[src/gpio_seq_pkg.sv]
// Constants, register map and carrier types of the GPIO and scan-sequencing register bank.
// Assumes a serial protocol engine that presents one register access per request.
package gpio_seq_pkg;
   localparam int unsigned CH_COUNT = 8;
   localparam logic [7:0] ADDR_PIN_FUNCTION = 8'h05;
   localparam logic [7:0] ADDR_PIN_DIRECTION = 8'h07;
   localparam logic [7:0] ADDR_OUTPUT_DRIVE = 8'h09;
   localparam logic [7:0] ADDR_OUTPUT_LEVEL = 8'h0b;
   localparam logic [7:0] ADDR_INPUT_LEVEL = 8'h0d;
   localparam logic [7:0] ADDR_SCAN_CONTROL = 8'h10;
   localparam logic [7:0] ADDR_MANUAL_CHANNEL = 8'h11;
   localparam logic [7:0] ADDR_SCAN_ENABLE = 8'h12;
   localparam logic [7:0] RESET_BYTE = 8'h00;
   localparam int unsigned START_BIT = 4;
   localparam int unsigned MODE_MSB = 1;
   localparam int unsigned CHID_MSB = 3;
   localparam logic [1:0] MODE_MANUAL = 2'h0;
   localparam logic [1:0] MODE_AUTO = 2'h1;
   localparam logic [3:0] CHID_LAST = 4'h7;

   typedef struct packed {
      logic wr;
      logic rd;
      logic [7:0] addr;
      logic [7:0] wdata;
   } reg_req_t;

   typedef enum logic [0:0] {
      SCAN_IDLE = 1'b0,
      SCAN_RUN = 1'b1
   } scan_state_t;
endpackage

[src/gpio_seq_regs.sv]
// Register bank and channel sequencer of an eight-channel sampling converter.
// Assumes the serial protocol engine drives reg_req synchronous to core_clk and
// that the converter pulses conv_done once per finished conversion.
`timescale 1ns/1ns
`default_nettype none

module gpio_seq_regs
   import gpio_seq_pkg::*;
(
   input wire logic core_clk,
   input wire logic rst_n,
   input wire logic clk_en,
   input wire reg_req_t reg_req,
   output logic [7:0] rd_data,
   output logic rd_valid,
   input wire logic [7:0] pin_in,
   output logic [7:0] pin_out,
   output logic [7:0] pin_oe,
   input wire logic conv_done,
   output logic [2:0] conv_channel,
   output logic conv_channel_valid,
   output logic scan_active
);
   // ======================================================================
   // Registers
   logic [7:0] pin_function_reg, pin_function_next;
   logic [7:0] pin_direction_cfg_reg, pin_direction_cfg_next;
   logic [7:0] output_drive_cfg_reg, output_drive_cfg_next;
   logic [7:0] output_level_reg, output_level_next;
   logic [7:0] input_level_reg, input_level_next;
   logic sequence_start_bit_reg, sequence_start_bit_next;
   logic [1:0] scan_mode_field_reg, scan_mode_field_next;
   logic [3:0] manual_channel_field_reg, manual_channel_field_next;
   logic [7:0] scan_enable_field_reg, scan_enable_field_next;
   logic [7:0] rd_data_reg, rd_data_next;
   logic rd_valid_reg, rd_valid_next;
   logic [7:0] pin_out_reg, pin_out_next;
   logic [7:0] pin_oe_reg, pin_oe_next;
   logic [7:0] gpo_mask;

   always_comb begin
      pin_function_next = pin_function_reg;
      pin_direction_cfg_next = pin_direction_cfg_reg;
      output_drive_cfg_next = output_drive_cfg_reg;
      output_level_next = output_level_reg;
      sequence_start_bit_next = sequence_start_bit_reg;
      scan_mode_field_next = scan_mode_field_reg;
      manual_channel_field_next = manual_channel_field_reg;
      scan_enable_field_next = scan_enable_field_reg;
      if (reg_req.wr) begin
         case (reg_req.addr)
            ADDR_PIN_FUNCTION: pin_function_next = reg_req.wdata;
            ADDR_PIN_DIRECTION: pin_direction_cfg_next = reg_req.wdata;
            ADDR_OUTPUT_DRIVE: output_drive_cfg_next = reg_req.wdata;
            ADDR_OUTPUT_LEVEL: output_level_next = reg_req.wdata;
            ADDR_SCAN_CONTROL: begin
               sequence_start_bit_next = reg_req.wdata[START_BIT];
               scan_mode_field_next = reg_req.wdata[MODE_MSB:0];
            end
            ADDR_MANUAL_CHANNEL: manual_channel_field_next = reg_req.wdata[CHID_MSB:0];
            ADDR_SCAN_ENABLE: scan_enable_field_next = reg_req.wdata;
            default: ;
         endcase
      end
   end

   // Pins of analog channels or digital outputs read back low, so software
   // never mistakes an analog voltage for a logic level.
   assign gpo_mask = pin_function_reg & pin_direction_cfg_reg;
   assign input_level_next = pin_in & pin_function_reg & ~pin_direction_cfg_reg;

   // One generate loop builds the per-pin driver; open-drain only enables its
   // output while pulling low.
   for (genvar i = 0; i < CH_COUNT; i++) begin : g_pin
      always_comb begin
         pin_out_next[i] = output_level_reg[i] & output_drive_cfg_reg[i];
         pin_oe_next[i] = gpo_mask[i] & (output_drive_cfg_reg[i] | ~output_level_reg[i]);
      end
   end

   always_comb begin
      rd_valid_next = reg_req.rd;
      rd_data_next = RESET_BYTE;
      if (reg_req.rd) begin
         case (reg_req.addr)
            ADDR_PIN_FUNCTION: rd_data_next = pin_function_reg;
            ADDR_PIN_DIRECTION: rd_data_next = pin_direction_cfg_reg;
            ADDR_OUTPUT_DRIVE: rd_data_next = output_drive_cfg_reg;
            ADDR_OUTPUT_LEVEL: rd_data_next = output_level_reg;
            ADDR_INPUT_LEVEL: rd_data_next = input_level_reg;
            ADDR_SCAN_CONTROL: begin
               rd_data_next[START_BIT] = sequence_start_bit_reg;
               rd_data_next[MODE_MSB:0] = scan_mode_field_reg;
            end
            ADDR_MANUAL_CHANNEL: rd_data_next[CHID_MSB:0] = manual_channel_field_reg;
            ADDR_SCAN_ENABLE: rd_data_next = scan_enable_field_reg;
            default: rd_data_next = RESET_BYTE;
         endcase
      end
   end

   always_ff @(posedge core_clk or negedge rst_n) begin
      if (!rst_n) begin
         pin_function_reg <= RESET_BYTE;
         pin_direction_cfg_reg <= RESET_BYTE;
         output_drive_cfg_reg <= RESET_BYTE;
         output_level_reg <= RESET_BYTE;
         input_level_reg <= RESET_BYTE;
         sequence_start_bit_reg <= 1'b0;
         scan_mode_field_reg <= MODE_MANUAL;
         manual_channel_field_reg <= 4'h0;
         scan_enable_field_reg <= RESET_BYTE;
         rd_data_reg <= RESET_BYTE;
         rd_valid_reg <= 1'b0;
         pin_out_reg <= RESET_BYTE;
         pin_oe_reg <= RESET_BYTE;
      end else if (clk_en) begin
         pin_function_reg <= pin_function_next;
         pin_direction_cfg_reg <= pin_direction_cfg_next;
         output_drive_cfg_reg <= output_drive_cfg_next;
         output_level_reg <= output_level_next;
         input_level_reg <= input_level_next;
         sequence_start_bit_reg <= sequence_start_bit_next;
         scan_mode_field_reg <= scan_mode_field_next;
         manual_channel_field_reg <= manual_channel_field_next;
         scan_enable_field_reg <= scan_enable_field_next;
         rd_data_reg <= rd_data_next;
         rd_valid_reg <= rd_valid_next;
         pin_out_reg <= pin_out_next;
         pin_oe_reg <= pin_oe_next;
      end
   end

   // ======================================================================
   // Sequencer
   // Lowest set bit of mask at or above start; wraps to the lowest set bit.
   function automatic logic [2:0] pick_from(input logic [7:0] mask, input logic [3:0] start);
      logic [2:0] idx;
      logic [2:0] low;
      idx = 3'h0;
      low = 3'h0;
      for (int k = CH_COUNT - 1; k >= 0; k--) begin
         if (mask[k]) begin
            low = 3'(k);
            if (4'(k) >= start) begin
               idx = 3'(k);
            end
         end
      end
      if (!(|(mask & ~((8'h01 << start[2:0]) - 8'h01))) || start[3]) begin
         idx = low;
      end
      return idx;
   endfunction

   scan_state_t state_reg, state_next;
   logic [2:0] conv_channel_reg, conv_channel_next;
   logic conv_channel_valid_reg, conv_channel_valid_next;
   logic [7:0] scan_mask;
   logic auto_go;

   // Only analog channels take part in a scan, whatever the enable says.
   assign scan_mask = scan_enable_field_reg & ~pin_function_reg;
   assign auto_go = sequence_start_bit_reg && (scan_mode_field_reg == MODE_AUTO);

   always_comb begin
      state_next = state_reg;
      conv_channel_next = conv_channel_reg;
      conv_channel_valid_next = 1'b0;
      case (state_reg)
         SCAN_IDLE: begin
            if (scan_mode_field_reg == MODE_MANUAL) begin
               // Reserved codes leave the channel unchanged and invalid.
               conv_channel_valid_next = (manual_channel_field_reg <= CHID_LAST);
               if (conv_channel_valid_next) begin
                  conv_channel_next = manual_channel_field_reg[2:0];
               end
            end else if (auto_go && (|scan_mask)) begin
               state_next = SCAN_RUN;
               conv_channel_next = pick_from(scan_mask, 4'h0);
               conv_channel_valid_next = 1'b1;
            end
         end
         SCAN_RUN: begin
            if (!auto_go || !(|scan_mask)) begin
               state_next = SCAN_IDLE;
            end else begin
               conv_channel_valid_next = 1'b1;
               if (conv_done) begin
                  conv_channel_next = pick_from(scan_mask, {1'b0, conv_channel_reg} + 4'h1);
               end else if (!scan_mask[conv_channel_reg]) begin
                  // A channel dropped from the scan mid-run is left at once, not at the next done.
                  conv_channel_next = pick_from(scan_mask, {1'b0, conv_channel_reg});
               end
            end
         end
         default: state_next = SCAN_IDLE;
      endcase
   end

   always_ff @(posedge core_clk or negedge rst_n) begin
      if (!rst_n) begin
         state_reg <= SCAN_IDLE;
         conv_channel_reg <= 3'h0;
         conv_channel_valid_reg <= 1'b0;
      end else if (clk_en) begin
         state_reg <= state_next;
         conv_channel_reg <= conv_channel_next;
         conv_channel_valid_reg <= conv_channel_valid_next;
      end
   end

   assign rd_data = rd_data_reg;
   assign rd_valid = rd_valid_reg;
   assign pin_out = pin_out_reg;
   assign pin_oe = pin_oe_reg;
   assign conv_channel = conv_channel_reg;
   assign conv_channel_valid = conv_channel_valid_reg;
   assign scan_active = (state_reg == SCAN_RUN);
endmodule
`default_nettype wire

[config.mk]
export PLATFORM = sky130hd
export DESIGN_NAME = gpio_seq_regs
export DESIGN_NICKNAME = d
export VERILOG_FILES = /design/src/gpio_seq_pkg.sv /design/src/gpio_seq_regs.sv
export SDC_FILE = /design/constraint.sdc
export NUM_CORES = 1
export LEC_CHECK = 0
export BUFFER_PORTS_ARGS = -buffer_cell sky130_fd_sc_hd__buf_2
export CAP_MARGIN = 20
export CORE_MARGIN = 3
export CORE_UTILIZATION = 41
export CTS_CLUSTER_DIAMETER = 50
export DETAILED_ROUTE_END_ITERATION = 7
export GPL_ROUTABILITY_DRIVEN = 0
export SKIP_LAST_GASP = 1
export SYNTH_ARGS = -nofsm -noshare
export SYNTH_HDL_FRONTEND = slang
export SYNTH_SLANG_ARGS = --single-unit
[constraint.sdc]
create_clock -name core_clk -period 3.3 [get_ports core_clk]
set_input_delay 0.66 -clock core_clk [delete_from_list [all_inputs] [get_ports core_clk]]
set_output_delay 0.66 -clock core_clk [all_outputs]
set_load 0.1 [all_outputs]
==> results of run 1 <==
worst max-delay path by stage:
stage	to	cells after the start	slack, ps
final	conv_channel[2]	12	240
after global routing	conv_channel[2]	12	70
after CTS	conv_channel[0]	11	170
after detailed placement	conv_channel[0]	11	190
after global placement	conv_channel[0]	11	290
after floorplan	conv_channel[0]	14	60
stage by stage:
stage	total power, W	instance area (sq um)	setup slack, ps	hold slack, ps	util (%)
after floorplan	0.00130	5130	56.8	364	-
after global placement	0.00140	5560	292	457	45.9
after detailed placement	0.00140	5560	185	465	45.9
after CTS	0.00241	5850	172	387	48.3
after global routing	0.00249	5860	74.6	399	48.4
final	0.00240	5860	236	355	48.4
cell usage after synthesis (all sizes together), types with 3 or more instances:
master and instances:
clkbuf 13, nand4b 10, o211ai 5, mux2 39, ha 10, mux2i 8, o31ai 3, a222oi 3
nor3 8, o2bb2ai 3, dfrtp 85, nor2 15, xnor2 4, a21o 4, nor3b 5, o21ai 51
nor2b 9, buf 16, nand4 5, a221oi 6, or2b 3, a21oi 15, nand2b 9, a22o 3
o22ai 5, nor4bb 3, a22oi 18, and3 8, nor4b 5, inv 42, nand2 32, a31oi 5
nand3 16, o2111ai 10
cells in the final DEF, fill, tap and decap left out, types with 4 or more instances in the layout:
cell and n:
dfrtp_1 82, buf_2 58, o21ai_0 50, inv_1 41, mux2_2 39, nand2_1 32, a22oi_1 18, nand3_1 16
buf_4 16, nor2_1 15, a21oi_1 15, o2111ai_1 10, nand4b_1 10, ha_1 10, nand2b_1 9, clkbuf_16 9
and3_1 8, mux2i_1 8, nor3_1 5, a221oi_1 5, a31oi_1 5, nor2b_1 5, nand4_1 5, o211ai_1 5
o22ai_1 5, a21o_1 4, nor2b_2 4, nor3b_1 4, xnor2_1 4
cell families after synthesis:
family                   after synthesis
flip-flops                            85
AND/OR/NAND/NOR                      141
XOR/XNOR                               5
multiplexers                          49
AO/OA/AOI/OAI                        148
buffers and inverters                 71
adder cells (fa/ha/maj)               10
worst register-to-register path, delay by kind of cell, from the launching register on:
family                     cells  cell delay (ps)
DFF                            1              560
and+or+nand+nor                3              340
AOI/OAI and AO/OA              4              860
buffers and inverters          1              180
adders and majority gates      3              850
muxes                          1              180
metal layers:
metal / GRT usage [%] / wire length [microns] / vias up
met1: 28.2 / 6290 / 2118
met4: 4.18 / 114 / 0
li1: - / - / 2018
met3: 4.23 / 852 / 10
met2: 31.1 / 6480 / 157
met5: 0 / 0 / -
power by group through the flow:
stage	registers (W)	logic, W	clock network, W
CTS	0.00110	0.000288	0.00103
detailed placement	0.00112	0.000287	0
global route	0.00110	0.000317	0.00108
finish	0.00110	0.000292	0.00101
global placement	0.00111	0.000285	0
floorplan	0.00115	0.000154	0
layout make-up:
| type | instances | area (sq um) |
|---|---|---|
| Multi-Input combinational cell | 353 | 2650 |
| Tap cell | 168 | 210 |
| Timing Repair Buffer | 74 | 410 |
| Sequential cell | 85 | 2140 |
| Fill cell | 1152 | 6250 |
| Clock buffer | 13 | 250 |
| Clock inverter | 3 | 46.3 |
| Inverter | 42 | 158 |
==> results.json, run 1 <==
{
  "avgRoutedWirePerCell_microns": 18.6,
  "synth_top_family_by_area": "compound AO/OA/AOI/OAI gates",
  "worstPathRequired_ps": 3540,
  "synth_top_area_cell": "dfrtp_1",
  "synth_cells": 509,
  "worst-endpoint-arrival_ps": 3310,
  "grt_pass1_wl_microns": 22200,
  "hold_violations": 0,
  "synth-compound-area-share_pct": 19.7,
  "cts_buffers": 9,
  "drt_wl_total_microns": 13700,
  "ant_nets": 0,
  "finalCritPeriodShare_pct": 92.9,
  "synthToLayoutAreaGrowth_pct": 14.5,
  "synthArstFlopShare_pct": 100,
  "crit_buf_inv": 1,
  "timing.rr.end": "conv_channel[2]",
  "synth_edf_count": 0,
  "cts_hold_buffers": 0,
  "worstMarginPinSlew_ps": 702,
  "yosys.area_share.simple_pct": 17.8,
  "coreArea_sq_um": 12100,
  "ios": 60,
  "power_switching_w": 0.000623,
  "clkTransAtPathRegs_ps": 70,
  "ctsHtreeMaxLevel": 3,
  "cts_tree": "built",
  "crit_path_frequent_cell": "ha_1",
  "slew_violations": 0,
  "crit_slowest_cell": "dfrtp_4",
  "yosys_warnings": 0,
  "path_delay_family": "compound AO/OA/AOI/OAI gates",
  "num_rows": 40,
  "netlist_area_sq_um": 5120,
  "clkSinkCount": 85,
  "post-route-min-period_ps": 3060,
  "p_int_w": 0.00178,
  "p_leak_nw": 2.70,
  "grt_overflow": 0,
  "crit_path_end_kind": "flop",
  "clockPowerShare_pct": 42.2,
  "pwr-share-seq_pct": 45.7,
  "finalSetupViolCount": 0,
  "drc": 0,
  "max-cap-violations": 0,
  "cp_cell_sequence": "ha_1, ha_1, nand2_1, ha_1, and3_1, o21ai_0, o2111ai_1, a221oi_2, buf_4, mux2i_1, nor2_1, o31ai_1",
  "tns_ps": 0,
  "drt_pass1_iterations": 7,
  "rsz0062_at_grt": "false",
  "finalNetCount": 605,
  "die_y_microns": 118,
  "critPathLaunch": "conv_channel[0]",
  "synth_largest_type_area_fraction_pct": 41.6,
  "status": "complete, no violations",
  "relSlewSlack_pct": 53.2,
  "synthMuxAreaShare_pct": 11.0,
  "ys_types": 72,
  "synth_ff_type": "dfrtp_1",
  "port-buffer-count": 59,
  "critical_path_peak_fanout": 14,
  "synth_fa_ha_area_share_pct": 2.44,
  "crit_path_max_incr_delay_ps": 560,
  "initial_core_util_pct": 42.3,
  "grt_pass1_vias": 4109,
  "rrSetupSlack_ps": 240,
  "synth_xor_area_share_pct": 0.856,
  "synth-seq-cells": 85,
  "clock_path_buffers": 2,
  "antenna_cells": 0,
  "fin_skew_ps": 11.8,
  "hp-class": "in2async",
  "netSwitchingFraction_pct": 26.0,
  "drt_iter0_markers": 340,
  "vias": 4303,
  "peakVddDrop_uv": 288,
  "p_per_area_nw_per_um2": 410,
  "power_frac_comb_pct": 12.1,
  "post_layout_nonfiller_instances": 738,
  "clock.fmax_mhz": 326,
  "antenna_found_initial": 0,
  "dp_hpwl_microns": 9760,
  "syn_nets": 549,
  "worstReg2RegStart": "conv_channel[0]",
  "via_per_inst": 5.83,
  "reg2reg_depth": 12,
  "grt_util_all_layers_pct": 19.8,
  "ys_top_cells_by_area": "dfrtp_1 42%, mux2_2 8.6%, o21ai_0 4.9%",
  "dp_cells": 721,
  "syn_avg_cell_area_sq_um": 10.1,
  "ctsRootBufferMaster": "clkbuf_16",
  "yosysSeqAreaShare_pct": 41.6,
  "cts-resized-gates": 0,
  "die-area_sq_um": 13900,
  "grt_max_degree": 60,
  "post_cts_buffers": 0,
  "drive_gt1_share_pct": 26.8,
  "die_x_microns": 118,
  "critPathLaunchType": "flop",
  "insertion_delay_ps": 340,
  "criticalPathCategory": "reg2reg"
}
Note: power is estimated with default switching activity, not from simulation.
==> run 2, diff against run 1 <==
Settings changed: BUFFER_PORTS_ARGS -buffer_cell sky130_fd_sc_hd__buf_2 to -buffer_cell sky130_fd_sc_hd__buf_4, GPL_TIMING_DRIVEN from default to 0.
==> run 2 against run 1 <==
Compared with the run above: clock skew fell by 5.3 ps; non-clock buffer count grew 21; clock-buffer cell count decreased by 1; routed wire length up 8.1%; fmax fell by 3.1%; final cell count rose by 2.8%; flip-flop and latch count stayed put; worst hold slack lost 210 ps; critical path depth increased by 2; via count grew 3.3%; sequential power is essentially flat; die area did not move; critical endpoint unchanged; largest power group unchanged; highest routed layer unchanged.
==> results.json, run 2 (same netlist as run 1, synthesis figures left out) <==
{
  "finalNetCount": 626,
  "clockPowerShare_pct": 39.9,
  "critPathLaunchType": "flop",
  "drt_pass1_iterations": 5,
  "rsz0062_at_grt": "true",
  "cts_buffers": 9,
  "insertion_delay_ps": 350,
  "p_int_w": 0.00174,
  "grt_max_degree": 86,
  "dp_hpwl_microns": 10600,
  "cts_hold_buffers": 0,
  "coreArea_sq_um": 12100,
  "crit_path_frequent_cell": "ha_2",
  "path_delay_family": "compound AO/OA/AOI/OAI gates",
  "slew_violations": 0,
  "busiest_layer": "met2",
  "crit_path_end_kind": "flop",
  "finalWorstSetupSlack_ps": 138,
  "power_frac_comb_pct": 14.3,
  "port-buffer-count": 58,
  "worstReg2RegStart": "conv_channel[0]",
  "ios": 60,
  "peakVddDrop_uv": 396,
  "antenna_found_initial": 0,
  "layout_common_cells": "82 x dfrtp_1, 67 x buf_4, 49 x o21ai_0",
  "power_switching_w": 0.000659,
  "grt_pass1_vias": 4270,
  "via_per_inst": 5.86,
  "reg2reg_depth": 14,
  "avgRoutedWirePerCell_microns": 19.6,
  "use_met1_pct": 30.9,
  "p_per_area_nw_per_um2": 387,
  "tns_ps": 0,
  "clkTransAtPathRegs_ps": 60,
  "drt_wl_total_microns": 14800,
  "netSwitchingFraction_pct": 27.5,
  "antenna_cells": 0,
  "ant_nets": 0,
  "crit_path_max_incr_delay_ps": 510,
  "grt_util_all_layers_pct": 21.8,
  "drive_gt1_share_pct": 28.9,
  "fin_skew_ps": 6.46,
  "post-route-util_pct": 51.1,
  "timing.rr.end": "conv_channel[2]",
  "drt_iter0_markers": 403,
  "clock.fmax_mhz": 316,
  "clock_path_buffers": 2,
  "hold_slack_ps": 149,
  "criticalPathCategory": "reg2reg",
  "relSlewSlack_pct": 28.5,
  "max-cap-violations": 0,
  "worst-endpoint-arrival_ps": 3410,
  "die-area_sq_um": 13900,
  "grtUsageMet2_pct": 33.5,
  "drc": 0,
  "p_leak_nw": 2.81,
  "crit_slowest_cell": "dfrtp_4",
  "dp_cells": 736,
  "pwr-share-seq_pct": 45.8,
  "cp_cell_sequence": "ha_2, ha_1, buf_6, clkbuf_8, nand2_1, ha_2, xnor2_1, a21oi_1, o2111ai_2, a221oi_4, buf_4, mux2i_1, nor2_1, o31ai_1",
  "cts_tree": "built",
  "num_rows": 40,
  "finalSetupViolCount": 0,
  "hp-class": "in2async",
  "status": "complete, no violations",
  "die_x_microns": 118,
  "die_y_microns": 118,
  "pre_cts_ws_ps": -178,
  "grt_overflow": 0,
  "ctsHtreeMaxLevel": 3,
  "final_common_cell": "dfrtp_1",
  "post-route-min-period_ps": 3160,
  "grtUsageMet3_pct": 4.81,
  "synthToLayoutAreaGrowth_pct": 20.9,
  "ctsRootBufferMaster": "clkbuf_16",
  "worstPathRequired_ps": 3550,
  "clkSinkCount": 85,
  "vias": 4447,
  "grt_pass1_wl_microns": 23900,
  "post_layout_nonfiller_instances": 759,
  "finalCritPeriodShare_pct": 95.8,
  "rrSetupSlack_ps": 140,
  "crit_buf_inv": 3,
  "hold_violations": 0,
  "initial_core_util_pct": 42.3,
  "critical_path_peak_fanout": 10,
  "worstMarginPinSlew_ps": 1060
}
## run 2: final cells by class
class / instances / area (sq um)
clock buffer: 12 / 246
tap: 168 / 210
timing repair buffer: 67 / 520
fill: 1130 / 5920
clock inverter: 4 / 31.3
multi-input combinational: 353 / 2690
sequential: 85 / 2140
buffer: 28 / 189
inverter: 42 / 161
## run 2: how the worst max path moves through the flow
stage                          startpoint         endpoint  slack [ps]  cells past startpoint
after floorplan           conv_channel[2]  conv_channel[0]          60                     14
after global placement    conv_channel[2]  conv_channel[0]        -170                     14
after detailed placement  conv_channel[1]  conv_channel[0]        -180                     13
after CTS                 conv_channel[1]  conv_channel[0]          10                     14
after global routing      conv_channel[0]  conv_channel[1]         -20                     14
final                     conv_channel[0]  conv_channel[2]         140                     14
## run 2: metal layers
metal  routed length [microns]  vias to the layer above
li1                          -                     2047
met3                      1030                       21
met5                         0                        -
met1                      6630                     2207
met2                      6920                      172
met4                       268                        0
## run 2: through the flow
| step | instance area (sq um) | total power (W) |
|---|---|---|
| global route | 6190 | 0.00249 |
| CTS | 6110 | 0.00240 |
| floorplan | 5130 | 0.00130 |
| global placement | 5780 | 0.00142 |
| finish | 6190 | 0.00240 |
| detailed placement | 5780 | 0.00143 |
## run 2: what timing repair did
item / CTS / global route
gates resized for setup: 4 / 12
buffers inserted: 5 / 2
pin swaps: 2 / 6
setup endpoints to repair: 3 / 3
## run 2: power by group through the flow
stage	sequential, W	clock [W]	combinational [W]
floorplan	0.00115	0	0.000154
global placement	0.00111	0	0.000309
detailed placement	0.00112	0	0.000312
CTS	0.00110	0.000979	0.000330
global route	0.00110	0.00102	0.000371
finish	0.00110	0.000957	0.000343
==> run 3, diff against run 2 <==
Clock period 3.3 ns to 2.92 ns, I/O delays scaled along.
==> run 3 against run 2 <==
Compared with the run above: setup slack worse by 64 ps; die area unchanged; cell area up 3.1%; non-clock buffer count up 8; clock power up 12%; via count up 1.1%; combinational power up 19%; clock skew about the same; global-route usage up 0.38 points; fmax up 11%; highest routed layer unchanged.
==> results.json, run 3 (same netlist as run 1, synthesis figures left out) <==
{
  "antenna_found_initial": 0,
  "ant_nets": 0,
  "cts_buffers": 9,
  "hold_slack_ps": 150,
  "grt_util_all_layers_pct": 22.2,
  "die-area_sq_um": 13900,
  "finalSetupViolCount": 0,
  "post-route-min-period_ps": 2850,
  "critical_path_peak_fanout": 10,
  "via_per_inst": 5.86,
  "drive_gt1_share_pct": 33.2,
  "cts_tree": "built",
  "dp_cells": 737,
  "drc": 0,
  "dp_hpwl_microns": 10900,
  "antenna_cells": 0,
  "timing.rr.end": "conv_channel[2]",
  "avgRoutedWirePerCell_microns": 20.2,
  "p_per_area_nw_per_um2": 425,
  "ctsRootBufferMaster": "clkbuf_16",
  "layout_common_cells": "82 x dfrtp_1, 76 x buf_4, 49 x o21ai_0",
  "ios": 60,
  "drt_wl_total_microns": 15500,
  "reg2reg_depth": 13,
  "crit_path_max_incr_delay_ps": 510,
  "port-buffer-count": 58,
  "drt_iter0_markers": 387,
  "p_total_w": 0.00271,
  "crit_buf_inv": 3,
  "ctsHtreeMaxLevel": 3,
  "clock.fmax_mhz": 351,
  "relSlewSlack_pct": 44.9,
  "initial_core_util_pct": 42.3,
  "die_y_microns": 118,
  "final_common_cell": "dfrtp_1",
  "coreArea_sq_um": 12100,
  "criticalPathCategory": "reg2reg",
  "worstMarginPinSlew_ps": 819,
  "worstPathRequired_ps": 3160,
  "grt_max_degree": 86,
  "worstReg2RegStart": "conv_channel[0]",
  "num_rows": 40,
  "path_delay_family": "simple AND/OR/NAND/NOR gates",
  "pre_cts_ws_ps": -231,
  "place_area_sq_um": 5880,
  "vias": 4498,
  "peakVddDrop_uv": 314,
  "max-cap-violations": 0,
  "grt_overflow": 0,
  "cp_cell_sequence": "buf_4, ha_2, buf_8, nand2_2, ha_4, or3b_4, o22ai_4, o22ai_2, nor4_4, buf_4, mux2i_1, o22ai_1, o31ai_1",
  "crit_path_end_kind": "flop",
  "status": "complete, no violations",
  "insertion_delay_ps": 340,
  "synthToLayoutAreaGrowth_pct": 24.7,
  "critPathLaunchType": "flop",
  "rsz0062_at_grt": "true",
  "clkSinkCount": 85,
  "slew_violations": 0,
  "worst-endpoint-arrival_ps": 3090,
  "hold_violations": 0,
  "rrSetupSlack_ps": 70,
  "post_layout_nonfiller_instances": 767,
  "finalNetCount": 634,
  "crit_slowest_cell": "dfrtp_4",
  "crit_path_frequent_cell": "buf_4",
  "die_x_microns": 118,
  "p_leak_nw": 2.86,
  "hp-class": "in2async",
  "finalCritPeriodShare_pct": 97.5,
  "clock_path_buffers": 2,
  "finalWorstSetupSlack_ps": 73.2,
  "clkTransAtPathRegs_ps": 60,
  "grt_pass1_wl_microns": 24500,
  "grt_pass1_vias": 4404,
  "finalInstanceArea_sq_um": 6380,
  "fin_skew_ps": 6.38,
  "drt_pass1_iterations": 5
}
## run 3: layer usage
| metal | wire length [microns] | global-route usage (%) | vias to the layer above |
|---|---|---|---|
| li1 | - | - | 2069 |
| met1 | 7220 | 32.6 | 2236 |
| met2 | 7040 | 33.8 | 170 |
| met3 | 983 | 4.76 | 23 |
| met4 | 219 | 4.76 | 0 |
| met5 | 0 | 0 | - |
## run 3: metrics by stage
step           setup TNS [ps]  utilization, %
6_report                    0            52.7
5_1_grt                  -165            52.7
4_1_cts                     0            51.6
3_5_place_dp             -642            48.6
3_3_place_gp            -1340            48.5
2_1_floorplan            -208               -
## run 3: final cells by class
type | instances | area (sq um)
Fill cell | 1129 | 5730
Multi-Input combinational cell | 353 | 2820
Sequential cell | 85 | 2140
Timing Repair Buffer | 76 | 588
Clock buffer | 10 | 229
Tap cell | 168 | 210
Buffer | 27 | 189
Inverter | 42 | 165
Clock inverter | 6 | 45.0
## run 3: worst max path at each step
stage,startpoint,end,slack (ps),cells after the start
after floorplan,conv_channel[2],conv_channel[0],-90,14
after global placement,conv_channel[1],conv_channel[0],-190,13
after detailed placement,conv_channel[1],conv_channel[0],-230,13
after CTS,conv_channel[1],conv_channel[0],5,13
after global routing,conv_channel[1],conv_channel[0],-70,13
final,conv_channel[0],conv_channel[2],70,13
## run 3: repair_timing
action,in CTS,in global routing
pin swaps,10,14
endpoints found under the hold margin,0,0
endpoints found under the setup margin,3,3
buffers inserted,10,5
hold buffers,0,0
gates resized for setup,5,15
## run 3: report_power, final
group          switching, W  leakage [nW]  internal (W)
clock              0.000483         0.137      0.000582
combinational      0.000246          1.59      0.000162
sequential        0.0000328          1.13       0.00121
total              0.000762          2.86       0.00195
## run 3: worst register-to-register path: cells and delay by family, from the launching register on
family	cells	cell delay [ps]
AO/OA/AOI/OAI	4	540
adder cells (fa/ha/maj)	2	360
buffers and inverters	3	490
flip-flops	1	510
AND/OR/NAND/NOR	3	650
multiplexers	1	210
